--- src/rtl/boot_resp_pkg.sv ---
/*
 * Package for the serial boot protocol responder: acknowledge codes,
 * command codes, protocol byte counts and carrier structs.
 * Assumes the includer compiles it before the design file.
 */
package boot_resp_pkg;

    // -------------------------------------------------------------------
    // Acknowledge and command codes
    // -------------------------------------------------------------------
    localparam logic [7:0] ACK_ASYNC      = 8'h86;
    localparam logic [7:0] ACK_CLOCKED    = 8'h30;
    localparam logic [3:0] CMD_RAM_XFER   = 4'h1;
    localparam logic [3:0] CMD_FLASH_SUM  = 4'h2;
    localparam logic [3:0] CMD_PROD_INFO  = 4'h3;
    localparam logic [3:0] CMD_CHIP_ERASE = 4'h4;
    localparam logic [7:0] ERASE_ENABLE   = 8'h54;
    localparam logic [7:0] ERASE_DONE_OK  = 8'h4F;
    localparam logic [7:0] ERASE_DONE_BAD = 8'h4C;
    localparam logic [7:0] ERASED_BYTE    = 8'hFF;

    // -------------------------------------------------------------------
    // Acknowledge field positions
    // -------------------------------------------------------------------
    localparam int ACK_RX_ERR_BIT = 3;
    localparam int ACK_INVAL_BIT  = 0;
    localparam logic [3:0] LOW_RX_ERR = 4'h8;
    localparam logic [3:0] LOW_INVAL  = 4'h1;
    localparam logic [3:0] LOW_OK     = 4'h0;

    // -------------------------------------------------------------------
    // Protocol counts
    // -------------------------------------------------------------------
    localparam int PASSWORD_BYTES  = 12;
    localparam int RAM_HDR_BYTES   = 0;
    localparam int EDGE_COUNT      = 4;
    localparam int TIMER_WIDTH     = 16;
    localparam int SUM_WIDTH       = 16;
    localparam int FLASH_ADDR_W    = 19;
    localparam int FLASH_BYTES_KB  = 512;
    localparam logic [7:0] RESET_CMD = 8'h00;

    // -------------------------------------------------------------------
    // Carrier types
    // -------------------------------------------------------------------
    typedef struct packed {
        logic [7:0] data;
        logic       rx_err;
    } rx_byte_t;

    typedef struct packed {
        logic       ok;
        logic       abnormal;
    } erase_result_t;

    // Responder states, Gray coded along the usual path
    typedef enum logic [3:0] {
        ST_MODE_WAIT  = 4'b0000,
        ST_MODE_ACK   = 4'b0001,
        ST_CMD_WAIT   = 4'b0011,
        ST_CMD_ACK    = 4'b0010,
        ST_PWD_RX     = 4'b0110,
        ST_CSUM_ACK   = 4'b0111,
        ST_SUM_RUN    = 4'b0101,
        ST_SUM_TX     = 4'b0100,
        ST_ERASE_EN   = 4'b1100,
        ST_ERASE_RUN  = 4'b1101,
        ST_HALT       = 4'b1111
    } state_t;

endpackage

--- src/rtl/boot_responder.sv ---
/*
 * Target-side responder of the serial boot protocol: mode detection
 * from the first byte's edges, acknowledge generation, password check,
 * flash byte sum and checksum. Replies pass through an 8-word FIFO.
 * Assumes a byte receiver and transmitter outside, a flash read port
 * with one-cycle latency, and an external erase engine.
 */
// What this block does
// - Ack upper nibble is current command's
// - Bit3 receive error, bit0 invalid, bits1-2 zero
// - No receive error in clocked mode
// - Mode ack 0x86 async, 0x30 clocked
// - Async without baud: halt, no ack
// - Echo valid commands 0x10 to 0x40
// - Bad command ack keeps previous nibble
// - Checksum ack low nibble 8/1/0
// - Erase acks 0x54, then 0x4F/0x4C
// - Timestamp first byte edges from first fall
// - Async when first low not longer
// - Any clocked first byte answered 0x30
// - Check 12-byte password after 0x10 echo
// - Uniform non-FF password area: ack 0x11
// - Bytes 1-12 compared, error on 13th
// - Password checked regardless of security
// - Sum all flash into 16 bits, high first
// - Checksum is two's complement of byte sum
// - Checksum appended to sum data
// - After receive error, wait for command
`timescale 1ns/100ps
module boot_responder
    import boot_resp_pkg::*;
#(
    parameter int FLASH_BYTES = FLASH_BYTES_KB * 1024,
    parameter int FIFO_DEPTH  = 8
) (
    input  wire logic                    clk,
    input  wire logic                    rst,
    input  wire logic                    rx_pin,
    input  wire logic                    baud_ok,
    input  wire rx_byte_t                rx_byte,
    input  wire logic                    rx_valid,
    input  wire logic [7:0]              pwd_data,
    input  wire logic [7:0]              flash_data,
    input  wire erase_result_t           erase_result,
    input  wire logic                    erase_done,
    input  wire logic                    tx_ready,
    output logic [7:0]                   tx_data,
    output logic                         tx_valid,
    output logic                         rx_enable,
    output logic                         clocked_mode,
    output logic [$clog2(PASSWORD_BYTES)-1:0] pwd_addr,
    output logic [FLASH_ADDR_W-1:0]      flash_addr,
    output logic                         erase_start,
    output logic                         halted
);
    initial begin
        if (FLASH_BYTES < 4 || FLASH_BYTES > (1 << FLASH_ADDR_W))
            $error("FLASH_BYTES out of range");
    end

    // -------------------------------------------------------------------
    // Pin synchroniser and edge timestamps
    // -------------------------------------------------------------------
    logic [2:0]             pin_sync;
    logic                   pin_level;
    logic [TIMER_WIDTH-1:0] timer;
    logic [TIMER_WIDTH-1:0] stamp [EDGE_COUNT];
    logic [2:0]             edge_cnt;
    logic                   mode_decided;

    // Three flops; a change counts when stages two and three agree
    always_ff @(posedge clk) begin
        if (rst) begin
            pin_sync  <= 3'h7;
            pin_level <= 1'b1;
        end else begin
            pin_sync <= {pin_sync[1:0], rx_pin};
            if (pin_sync[1] == pin_sync[2]) pin_level <= pin_sync[2];
        end
    end

    logic pin_change;
    assign pin_change = (pin_sync[1] == pin_sync[2]) && (pin_sync[2] != pin_level);

    // Free timer; edges stamped from the first fall onwards
    always_ff @(posedge clk) begin
        if (rst) begin
            timer    <= '0;
            edge_cnt <= '0;
        end else begin
            timer <= timer + 1'b1;
            if (!mode_decided && pin_change && edge_cnt < 3'(EDGE_COUNT) &&
                (edge_cnt != 3'h0 || pin_level)) begin
                stamp[edge_cnt[1:0]] <= timer;
                edge_cnt             <= edge_cnt + 1'b1;
            end
        end
    end

    // First low interval and final low interval
    logic [TIMER_WIDTH-1:0] first_low;
    logic [TIMER_WIDTH-1:0] final_low;
    assign first_low = stamp[1] - stamp[0];
    assign final_low = stamp[3] - stamp[2];

    // -------------------------------------------------------------------
    // Protocol state
    // -------------------------------------------------------------------
    state_t                 state;
    logic [3:0]             cur_cmd;
    logic [3:0]             pwd_idx;
    logic                   pwd_mismatch;
    logic                   pwd_uniform;
    logic [7:0]             pwd_first;
    logic [7:0]             csum_acc;
    logic [SUM_WIDTH-1:0]   flash_sum;
    logic [FLASH_ADDR_W:0]  sum_cnt;
    logic [1:0]             sum_tx_idx;
    logic [7:0]             push_data;
    logic                   push_valid;
    logic                   push_ready;

    // Ack assembly: command nibble plus error bits, bits 1-2 zero
    function automatic logic [7:0] make_ack(input logic [3:0] nib,
                                            input logic rx_err,
                                            input logic inval);
        make_ack = {nib, rx_err, 2'b00, inval};
    endfunction

    // Known command codes
    function automatic logic is_cmd(input logic [7:0] b);
        is_cmd = (b[3:0] == 4'h0) && (b[7:4] >= CMD_RAM_XFER) &&
                 (b[7:4] <= CMD_CHIP_ERASE);
    endfunction

    logic rx_err_eff;
    assign rx_err_eff = rx_byte.rx_err && !clocked_mode;

    // Main sequencer
    always_ff @(posedge clk) begin
        if (rst) begin
            state        <= ST_MODE_WAIT;
            cur_cmd      <= RESET_CMD[7:4];
            mode_decided <= 1'b0;
            clocked_mode <= 1'b0;
            rx_enable    <= 1'b0;
            halted       <= 1'b0;
            push_valid   <= 1'b0;
            push_data    <= '0;
            pwd_idx      <= '0;
            pwd_mismatch <= 1'b0;
            pwd_uniform  <= 1'b1;
            pwd_first    <= '0;
            csum_acc     <= '0;
            flash_sum    <= '0;
            sum_cnt      <= '0;
            sum_tx_idx   <= '0;
            erase_start  <= 1'b0;
        end else begin
            erase_start <= 1'b0;
            if (push_valid && push_ready) push_valid <= 1'b0;
            case (state)
                ST_MODE_WAIT: begin
                    if (edge_cnt == 3'(EDGE_COUNT)) begin
                        mode_decided <= 1'b1;
                        clocked_mode <= first_low > final_low;
                        state        <= ST_MODE_ACK;
                    end
                end
                ST_MODE_ACK: begin
                    if (!clocked_mode && !baud_ok) begin
                        halted <= 1'b1;
                        state  <= ST_HALT;
                    end else if (!push_valid) begin
                        push_data  <= clocked_mode ? ACK_CLOCKED : ACK_ASYNC;
                        push_valid <= 1'b1;
                        rx_enable  <= 1'b1;
                        state      <= ST_CMD_WAIT;
                    end
                end
                ST_CMD_WAIT: begin
                    if (rx_valid && !push_valid) begin
                        push_valid <= 1'b1;
                        if (rx_err_eff) begin
                            push_data <= make_ack(cur_cmd, 1'b1, 1'b0);
                        end else if (!is_cmd(rx_byte.data)) begin
                            push_data <= make_ack(cur_cmd, 1'b0, 1'b1);
                        end else begin
                            push_data <= rx_byte.data;
                            cur_cmd   <= rx_byte.data[7:4];
                            state     <= ST_CMD_ACK;
                        end
                    end
                end
                ST_CMD_ACK: begin
                    pwd_idx      <= '0;
                    pwd_mismatch <= 1'b0;
                    pwd_uniform  <= 1'b1;
                    csum_acc     <= '0;
                    flash_sum    <= '0;
                    sum_cnt      <= '0;
                    sum_tx_idx   <= '0;
                    case (cur_cmd)
                        CMD_RAM_XFER:   state <= ST_PWD_RX;
                        CMD_FLASH_SUM:  state <= ST_SUM_RUN;
                        CMD_CHIP_ERASE: state <= ST_ERASE_EN;
                        default:        state <= ST_CMD_WAIT;
                    endcase
                end
                ST_PWD_RX: begin
                    if (rx_valid) begin
                        csum_acc <= csum_acc + rx_byte.data;
                        if (rx_byte.data != pwd_data) pwd_mismatch <= 1'b1;
                        if (pwd_idx == 4'h0) pwd_first <= pwd_data;
                        else if (pwd_data != pwd_first) pwd_uniform <= 1'b0;
                        if (pwd_idx == 4'(PASSWORD_BYTES - 1)) state <= ST_CSUM_ACK;
                        pwd_idx <= pwd_idx + 1'b1;
                    end
                end
                ST_CSUM_ACK: begin
                    if (rx_valid && !push_valid) begin
                        push_valid <= 1'b1;
                        state      <= ST_CMD_WAIT;
                        if (rx_err_eff)
                            push_data <= {cur_cmd, LOW_RX_ERR};
                        else if ((pwd_uniform && pwd_first != ERASED_BYTE) ||
                                 pwd_mismatch ||
                                 (8'(csum_acc + rx_byte.data) != 8'h00))
                            push_data <= {cur_cmd, LOW_INVAL};
                        else
                            push_data <= {cur_cmd, LOW_OK};
                    end
                end
                ST_SUM_RUN: begin
                    // Flash read has one cycle latency; sum_cnt leads by one
                    if (sum_cnt != '0)
                        flash_sum <= flash_sum + SUM_WIDTH'(flash_data);
                    if (sum_cnt == (FLASH_ADDR_W+1)'(FLASH_BYTES)) state <= ST_SUM_TX;
                    else sum_cnt <= sum_cnt + 1'b1;
                end
                ST_SUM_TX: begin
                    if (!push_valid) begin
                        push_valid <= 1'b1;
                        sum_tx_idx <= sum_tx_idx + 1'b1;
                        case (sum_tx_idx)
                            2'h0: push_data <= flash_sum[15:8];
                            2'h1: push_data <= flash_sum[7:0];
                            default: begin
                                push_data <= 8'(8'h00 - (flash_sum[15:8] + flash_sum[7:0]));
                                state     <= ST_CMD_WAIT;
                            end
                        endcase
                    end
                end
                ST_ERASE_EN: begin
                    if (rx_valid && !push_valid) begin
                        push_valid <= 1'b1;
                        if (rx_err_eff) begin
                            push_data <= make_ack(cur_cmd, 1'b1, 1'b0);
                            state     <= ST_CMD_WAIT;
                        end else if (rx_byte.data != ERASE_ENABLE) begin
                            push_data <= make_ack(cur_cmd, 1'b0, 1'b1);
                            state     <= ST_CMD_WAIT;
                        end else begin
                            push_data   <= ERASE_ENABLE;
                            erase_start <= 1'b1;
                            state       <= ST_ERASE_RUN;
                        end
                    end
                end
                ST_ERASE_RUN: begin
                    if (erase_done && !push_valid) begin
                        push_valid <= 1'b1;
                        push_data  <= erase_result.ok && !erase_result.abnormal ?
                                      ERASE_DONE_OK : ERASE_DONE_BAD;
                        state      <= ST_CMD_WAIT;
                    end
                end
                ST_HALT: state <= ST_HALT;
                default: state <= ST_MODE_WAIT;
            endcase
        end
    end

    // Password and flash read addresses
    assign pwd_addr   = pwd_idx[$clog2(PASSWORD_BYTES)-1:0];
    assign flash_addr = sum_cnt[FLASH_ADDR_W-1:0];

    // -------------------------------------------------------------------
    // Reply FIFO
    // -------------------------------------------------------------------
    boot_tx_fifo #(.WIDTH(8), .DEPTH(FIFO_DEPTH)) u_fifo (
        .clk       (clk),
        .rst       (rst),
        .in_data   (push_data),
        .in_valid  (push_valid),
        .in_ready  (push_ready),
        .out_data  (tx_data),
        .out_valid (tx_valid),
        .out_ready (tx_ready)
    );

    // -------------------------------------------------------------------
    // Assertions
    // -------------------------------------------------------------------
    a_ack_bits_zero: assert property (@(posedge clk) disable iff (rst)
        push_valid && state != ST_SUM_TX && $past(state) != ST_SUM_TX &&
        !$past(state == ST_MODE_ACK) && !$past(state == ST_ERASE_RUN) &&
        !$past(state == ST_ERASE_EN) |-> push_data[2:1] == 2'b00)
        else $error("ack bits 1-2 not zero");
    a_clocked_no_rxerr: assert property (@(posedge clk) disable iff (rst)
        $rose(push_valid) && clocked_mode && $past(state) == ST_CMD_WAIT
        |-> !push_data[ACK_RX_ERR_BIT])
        else $error("receive error flagged in clocked mode");
    a_mode_ack_code: assert property (@(posedge clk) disable iff (rst)
        state == ST_MODE_ACK && !push_valid && (clocked_mode || baud_ok)
        |=> push_data == (clocked_mode ? ACK_CLOCKED : ACK_ASYNC))
        else $error("wrong mode ack");
    a_halt_silent: assert property (@(posedge clk) disable iff (rst)
        state == ST_HALT |-> !push_valid [*4])
        else $error("ack sent after halt");
    a_cmd_echo: assert property (@(posedge clk) disable iff (rst)
        state == ST_CMD_WAIT && rx_valid && !push_valid && !rx_err_eff &&
        is_cmd(rx_byte.data) |=> push_data == $past(rx_byte.data) && state == ST_CMD_ACK)
        else $error("command not echoed");
    a_bad_cmd_nib: assert property (@(posedge clk) disable iff (rst)
        state == ST_CMD_WAIT && rx_valid && !push_valid && !is_cmd(rx_byte.data)
        |=> push_data[7:4] == $past(cur_cmd) && state == ST_CMD_WAIT)
        else $error("bad command ack nibble");
    a_mode_first: assert property (@(posedge clk) disable iff (rst)
        !mode_decided |-> state == ST_MODE_WAIT && !rx_enable)
        else $error("command stage before mode");
    a_sum_order: assert property (@(posedge clk) disable iff (rst)
        state == ST_SUM_TX && sum_tx_idx == 2'h0 && !push_valid
        |=> push_data == flash_sum[15:8])
        else $error("sum high byte not first");

    // Checksum ack keeps the command nibble, bits 1-2 clear, back to command wait
    a_csum_ack_form: assert property (@(posedge clk) disable iff (rst)
        state == ST_CSUM_ACK && rx_valid && !push_valid
        |=> push_valid && push_data[7:4] == $past(cur_cmd) && push_data[2:1] == 2'b00 &&
            state == ST_CMD_WAIT)
        else $error("checksum ack malformed");

    // Accepted erase enable is echoed and starts the erase engine
    a_erase_echo: assert property (@(posedge clk) disable iff (rst)
        state == ST_ERASE_EN && rx_valid && !push_valid && !rx_err_eff &&
        rx_byte.data == ERASE_ENABLE |=> push_data == ERASE_ENABLE && erase_start)
        else $error("erase enable not echoed");
endmodule

--- src/rtl/boot_tx_fifo.sv ---
/*
 * Synchronous FIFO with valid/ready on both sides.
 * Assumes a single clock and synchronous active-high reset.
 */
`timescale 1ns/100ps
module boot_tx_fifo #(
    parameter int WIDTH = 8,
    parameter int DEPTH = 8
) (
    input  wire logic             clk,
    input  wire logic             rst,
    input  wire logic [WIDTH-1:0] in_data,
    input  wire logic             in_valid,
    output logic                  in_ready,
    output logic [WIDTH-1:0]      out_data,
    output logic                  out_valid,
    input  wire logic             out_ready
);
    localparam int AW = $clog2(DEPTH);
    logic [WIDTH-1:0] mem [DEPTH];
    logic [AW:0]      wr_ptr;
    logic [AW:0]      rd_ptr;
    logic             push;
    logic             pop;

    initial begin
        if (DEPTH < 2 || (1 << AW) != DEPTH) $error("DEPTH must be a power of two");
    end

    // Full and empty from pointer difference
    assign in_ready  = (wr_ptr - rd_ptr) != (AW+1)'(DEPTH);
    assign out_valid = wr_ptr != rd_ptr;
    assign out_data  = mem[rd_ptr[AW-1:0]];
    assign push      = in_valid && in_ready;
    assign pop       = out_valid && out_ready;

    // Storage
    always_ff @(posedge clk) begin
        if (push) begin
            mem[wr_ptr[AW-1:0]] <= in_data;
        end
    end

    // Pointers
    always_ff @(posedge clk) begin
        if (rst) begin
            wr_ptr <= '0;
            rd_ptr <= '0;
        end else begin
            if (push) wr_ptr <= wr_ptr + 1'b1;
            if (pop)  rd_ptr <= rd_ptr + 1'b1;
        end
    end
endmodule

--- config.mk ---
export PLATFORM = sky130hd
export DESIGN_NAME = boot_responder
export DESIGN_NICKNAME = d
export VERILOG_FILES = /design/src/rtl/boot_resp_pkg.sv /design/src/rtl/boot_responder.sv /design/src/rtl/boot_tx_fifo.sv
export SDC_FILE = /design/constraint.sdc
export NUM_CORES = 1
export LEC_CHECK = 0
export BUFFER_PORTS_ARGS = -buffer_cell sky130_fd_sc_hd__buf_2
export CELL_PAD_IN_SITES_DETAIL_PLACEMENT = 1
export CELL_PAD_IN_SITES_GLOBAL_PLACEMENT = 1
export CORE_MARGIN = 5
export CORE_UTILIZATION = 30
export CTS_CLUSTER_SIZE = 8
export DETAILED_ROUTE_END_ITERATION = 12
export MAX_ROUTING_LAYER = met4
export PLACE_DENSITY = 0.56
export REMOVE_ABC_BUFFERS = 1
export SLEW_MARGIN = 20
export SYNTH_ARGS = -nofsm -noshare
export SYNTH_HDL_FRONTEND = slang
export SYNTH_SLANG_ARGS = --single-unit
--- constraint.sdc ---
create_clock -name clk -period 4.9 [get_ports clk]
set_clock_uncertainty 0.2 [all_clocks]
set_input_delay 0.49 -clock clk [delete_from_list [all_inputs] [get_ports clk]]
set_output_delay 0.49 -clock clk [all_outputs]
set_load 0.03 [all_outputs]
After elaboration in Yosys (flattened, before gate mapping)
Memory sizes are Yosys's and may differ from the RTL's. A register that Yosys moved wholly into a read port is not among the register bits.
Index checks and enable logic that the tools add are counted.
{"block": "totals", "regBits": 113, "latch_bits": 0, "ram_bits": 128, "romBits": 0, "in_bits": 34, "output_inout_bits": 36, "wordCells": 208, "n_memories": 2}
{"block": "classes", "add_sub_neg": 14, "n_mul": 0, "div_mod_pow": 0, "order_cmp": 4, "eq_ne": 45, "n_shift": 0, "mux": 66, "n_bitwise": 5, "n_reduce_logical": 49}
{"memory": "stamp", "depth": 4, "width": 16, "read_ports": 4, "rd_ports_with_merged_regs": 0, "wr": 1, "line_no": "boot_responder.sv:67", "text": "logic [TIMER_WIDTH-1:0] stamp [EDGE_COUNT];"}
{"memory": "u_fifo.mem", "depth": 8, "width": 8, "read_ports": 1, "rd_ports_with_merged_regs": 1, "wr": 1, "line_no": "boot_tx_fifo.sv:20", "text": "logic [WIDTH-1:0] mem [DEPTH];"}
{"op": "8-bit two-way mux", "count": 13}
{"op": "4-bit two-way mux", "count": 18}
{"op": "8-bit one-hot mux with 6 select lines", "count": 1}
{"op": "4-bit one-hot mux with 11 select lines", "count": 1}
{"op": "20-bit one-hot mux with 2 select lines", "count": 1}
{"op": "2-bit != test (second input constant)", "count": 19}
{"op": "16-bit one-hot mux with 2 select lines", "count": 1}
{"op": "8-bit one-hot mux with 2 select lines", "count": 2}
{"op": "16-bit subtractor", "count": 2}
{"op": "20-bit by 1-bit adder with 20-bit output (second input constant)", "count": 1}
{"op": "20-bit equality test (second input constant)", "count": 1}
{"op": "4-bit by 3-bit equality test with 1-bit output (second input constant)", "count": 5}
{"op": "20-bit two-way mux", "count": 1}
{"op": "20-bit nonzero test", "count": 1}
{"op": "1-bit two-way mux", "count": 17}
{"op": "16-bit by 1-bit adder with 16-bit output (second input constant)", "count": 1}
{"op": "16-bit by 8-bit adder with 16-bit output", "count": 1}
{"op": "8-bit adder", "count": 2}
{"op": "4-bit equality test (second input constant)", "count": 4}
{"op": "16-bit > comparator", "count": 1}
{"op": "16-bit two-way mux", "count": 1}
{"op": "8-bit != test", "count": 2}
{"op": "1-bit logical AND", "count": 14}
{"op": "13-bit AND reduction", "count": 1}
{"op": "42 further kinds", "count": 72}

Depth between registers and ports, before layout
{"block": "logic_depth", "depth_word": 8, "depth_mapped": 17, "ltp_nobuf": 17}

By module
A second synthesis with hierarchy kept.
{"block": "hier_totals", "cells_unflattened": 1266, "hier_area_um2": 13142.6}
{"mod": "boot_responder", "instances": 1, "cells_per_inst": 1100, "area_each_um2": 10123.5, "seq_area_each_um2": 4023.9}
{"mod": "boot_tx_fifo", "instances": 1, "cells_per_inst": 166, "area_each_um2": 3019.1, "seq_area_each_um2": 2142.1}

Least setup slack after synthesis
No wires, ideal clock.
{"block": "synth_timing", "kind": "flip-flop to flip-flop", "start": "memory stamp[0][1]", "end": "register clocked_mode", "setup_time_ns": 0.117, "arrival_ns": 3.146, "required_time_ns": 4.583, "path_slack_ns": 1.437, "path_stages_with_launch": 15, "n_path_buf": 0, "period_less_slack_ns": 3.463, "path_cell_list": "edfxtp_1 inv_1 ha_1 nor2b_1 o31a_1 o311ai_0 a211oi_1 a211oi_1 xnor2_1 ha_1 a22o_1 nor4_1 o21ai_0 o21bai_1 a32o_1"}
{"element": "start, declared", "line_no": "boot_responder.sv:67"}
{"element": "end signal, assigned", "line_no": "boot_responder.sv:166", "text": "clocked_mode <= first_low > final_low;"}
{"element": "end, declared", "line_no": "boot_responder.sv:50", "text": "output logic clocked_mode,"}

==> results.cfg <==
[status]
outcome = completed

[logic_synthesis]
synth.distinct_cells = 79
ys.flop_type = edfxtp_1
synth_seq_cells = 244
synth_edf_count = 128
synth_seq_area_share_pct = 46.5
synth_warnings = 0
syn_inst = 1263
synth.area.top_cells = edfxtp_1 29%, dfxtp_1 18%, ha_1 8.5%, xnor2_1 4.2%, a21oi_1 3.2%
yosysTopAreaCell = edfxtp_1
yosysTopAreaCellShare_pct = 29.0
async_reset_ff_share_pct = 0
syn_area_per_cell_um2 = 10.5
synth_area_um2 = 13300

[drt]
firstDrtPassIters = 4
wl_per_cell_um = 18.0
num_vias = 9636
drtIter0Drc = 350
ant_nets = 0
vias_per_cell = 4.97
wirelength_um = 34800
remaining_drc_errors = 0

[setup_path]
cpMostUsedCell = ha_1
path_class = reg -> reg
cp_cell_sequence = ha_1 > nor2b_1 > o31ai_1 > a211oi_1 > o41ai_1 > a311oi_1 > xnor2_1 > ha_1 > a22o_1 > nor4_1 > o21ai_0 > o21bai_1 > a32o_1
required_ns = 5.11
r2r_slack_ns = 0.86
cp_slowest_cell = o41ai_1
crit_path_start = stamp[3][1]
crit_fanout = 4
crit_family = compound AO/OA/AOI/OAI gates
r2r_start = stamp[3][1]
arrival_ns = 4.25
slowest_delay_ns = 0.48
startpoint_type = flop
r2r-end = clocked_mode
rr_worst_depth = 13
critPathBufInv = 0
cp-end-kind = flop

[placement]
gp_congestion = 0.849
port_buffers = 69
hpwl_um = 25200
dp_cells = 1876

[floorplan]
rows = 77
placeableCoreArea_um2 = 43900
die-area_um2 = 48500
ioPinCount = 70
die_y_um = 220
start_util_pct = 30.2
die_w_um = 220

[layout]
fin_cells = 1938
most-common-layout-cells = 128 x edfxtp_1, 115 x dfxtp_1, 102 x nor2_1
drive_gt1_share_pct = 12.7
synthToLayoutAreaGrowth_pct = 14.2
final_common_cell = edfxtp_1
antenna_cells = 0
nets = 1452

[sta]
maxSlewHeadroom_pct = 25.3
finalSetupTns_ns = 0
worst_pin_slew_ns = 1.10
period_needed_ns = 4.04
max_freq_ghz = 0.248
period_share_pct = 82.4
finalHoldViolCount = 0
drv_slew = 0
setup_viol = 0
grt_setup_unrepaired = no

[cts]
hold_buffers = 1
cts_buffer_depth = 3
numCtsBuffers = 36
postCtsSetupBuffers = 0
cts_tree = built
cts-root-buf = clkbuf_16
clock_latency_ns = 0.52
cts.htree.levels = 2
clock_sinks = 244
cts_resized = 0
cts.clk_slew.worst_paths_ns = 0.05

[worst_hold_path]
hold_class = in -> reg
hold_depth = 3
min_to = pwd_first[6]
hp-start = pwd_data[6]

[global_routing]
grt_overflow = 0
grt_max_degree = 44
antenna_found_initial = 0
grt_usage_pct = 14.9
grt_pass1_vias = 10405
grt_pass1_wl_um = 56400

[power_and_ir_drop]
comb_power_share_pct = 17.7
pwr-share-seq_pct = 43.2
p_int_mw = 4.09
p_leak_nw = 5.64
p_switching_mw = 1.76
powerDensity_nw_per_um2 = 386
clock_power_share_pct = 39.1
ir_worst_vdd_mv = 0.208
swShare_pct = 30.1

[run]
maxCapViolCount = 0
power groups by stage:
| stage | logic [mW] | registers, mW | clock network, mW |
|---|---|---|---|
| global placement | 1.03 | 2.55 | 0 |
| CTS | 1.05 | 2.52 | 2.38 |
| floorplan | 0.698 | 2.50 | 0 |
| detailed placement | 1.05 | 2.56 | 0 |
| global route | 1.14 | 2.55 | 2.45 |
| finish | 1.03 | 2.52 | 2.29 |
worst max path at each step:
stage | endpoint | slack [ns] | cells after the start
after floorplan | clocked_mode | 1.44 | 14
after global placement | clocked_mode | 1.00 | 13
after detailed placement | clocked_mode | 0.87 | 13
after CTS | clocked_mode | 0.85 | 13
after global routing | clocked_mode | 0.57 | 13
final | clocked_mode | 0.86 | 13
metal layers:
layer / GRT usage, % / part of all wire (%)
met5: - / 0
met4: 3.99 / 2.2
met3: 1.97 / 2.5
met2: 24.7 / 48
met1: 19.2 / 48
Yosys cell counts (27+ instances only):
library cell / number
xor2_1: 37
xnor2_1: 64
o21ai_0: 45
a21oi_1: 86
ha_1: 90
dfxtp_1: 116
nand2_1: 78
inv_1: 72
nor2_1: 102
nand4_1: 27
nand3_1: 52
edfxtp_1: 128
area by class of cell:
type	count	area, um^2
Clock buffer	58	983
Clock inverter	3	45.0
Fill cell	4978	28800
Inverter	72	270
Multi-Input combinational cell	886	6470
Sequential cell	244	6170
Tap cell	592	741
Timing Repair Buffer	83	455
cells by family (layout without fill, tap and decap cells):
group / after synthesis / in the layout / synth area share, %
adder cells (fa/ha/maj): 95 / 95 / 9.25
flip-flops: 244 / 244 / 46.5
XOR/XNOR: 101 / 101 / 6.67
buffers and inverters: 133 / 216 / 4.73
AO/OA/AOI/OAI: 263 / 263 / 13.0
multiplexers: 42 / 42 / 4.82
AND/OR/NAND/NOR: 385 / 385 / 15.0
sequential cells by signal (all words and copies together) (netlist names), 8 cells and up, named ones only:
name	count
flash_sum	16
push_data	8
csum_acc	8
stamp	64
sum_cnt	20
timer	16
u_fifo.mem	64
pwd_first	8
worst register-to-register path, stage by stage, from the launching register on:
cell and delay [ns]:
edfxtp_1 0.44, ha_1 0.31, nor2b_1 0.15, o31ai_1 0.43, a211oi_1 0.20, o41ai_1 0.48
a311oi_1 0.19, xnor2_1 0.17, ha_1 0.31, a22o_1 0.24, nor4_1 0.28, o21ai_0 0.14
o21bai_1 0.18, a32o_1 0.22
through the flow:
stage / area, um^2 / power, mW / util (%) / setup slack (ns) / hold slack (ns)
after floorplan: 12900 / 3.19 / - / 1.44 / 0.189
after global placement: 14100 / 3.59 / 32.1 / 1.00 / 0.228
after detailed placement: 14100 / 3.61 / 32.1 / 0.874 / 0.237
after CTS: 15100 / 5.95 / 34.4 / 0.850 / 0.0478
after global routing: 15100 / 6.13 / 34.4 / 0.569 / 0.0842
final: 15100 / 5.84 / 34.4 / 0.864 / 0.0682
No activity file was read; power rests on OpenSTA's default activity.
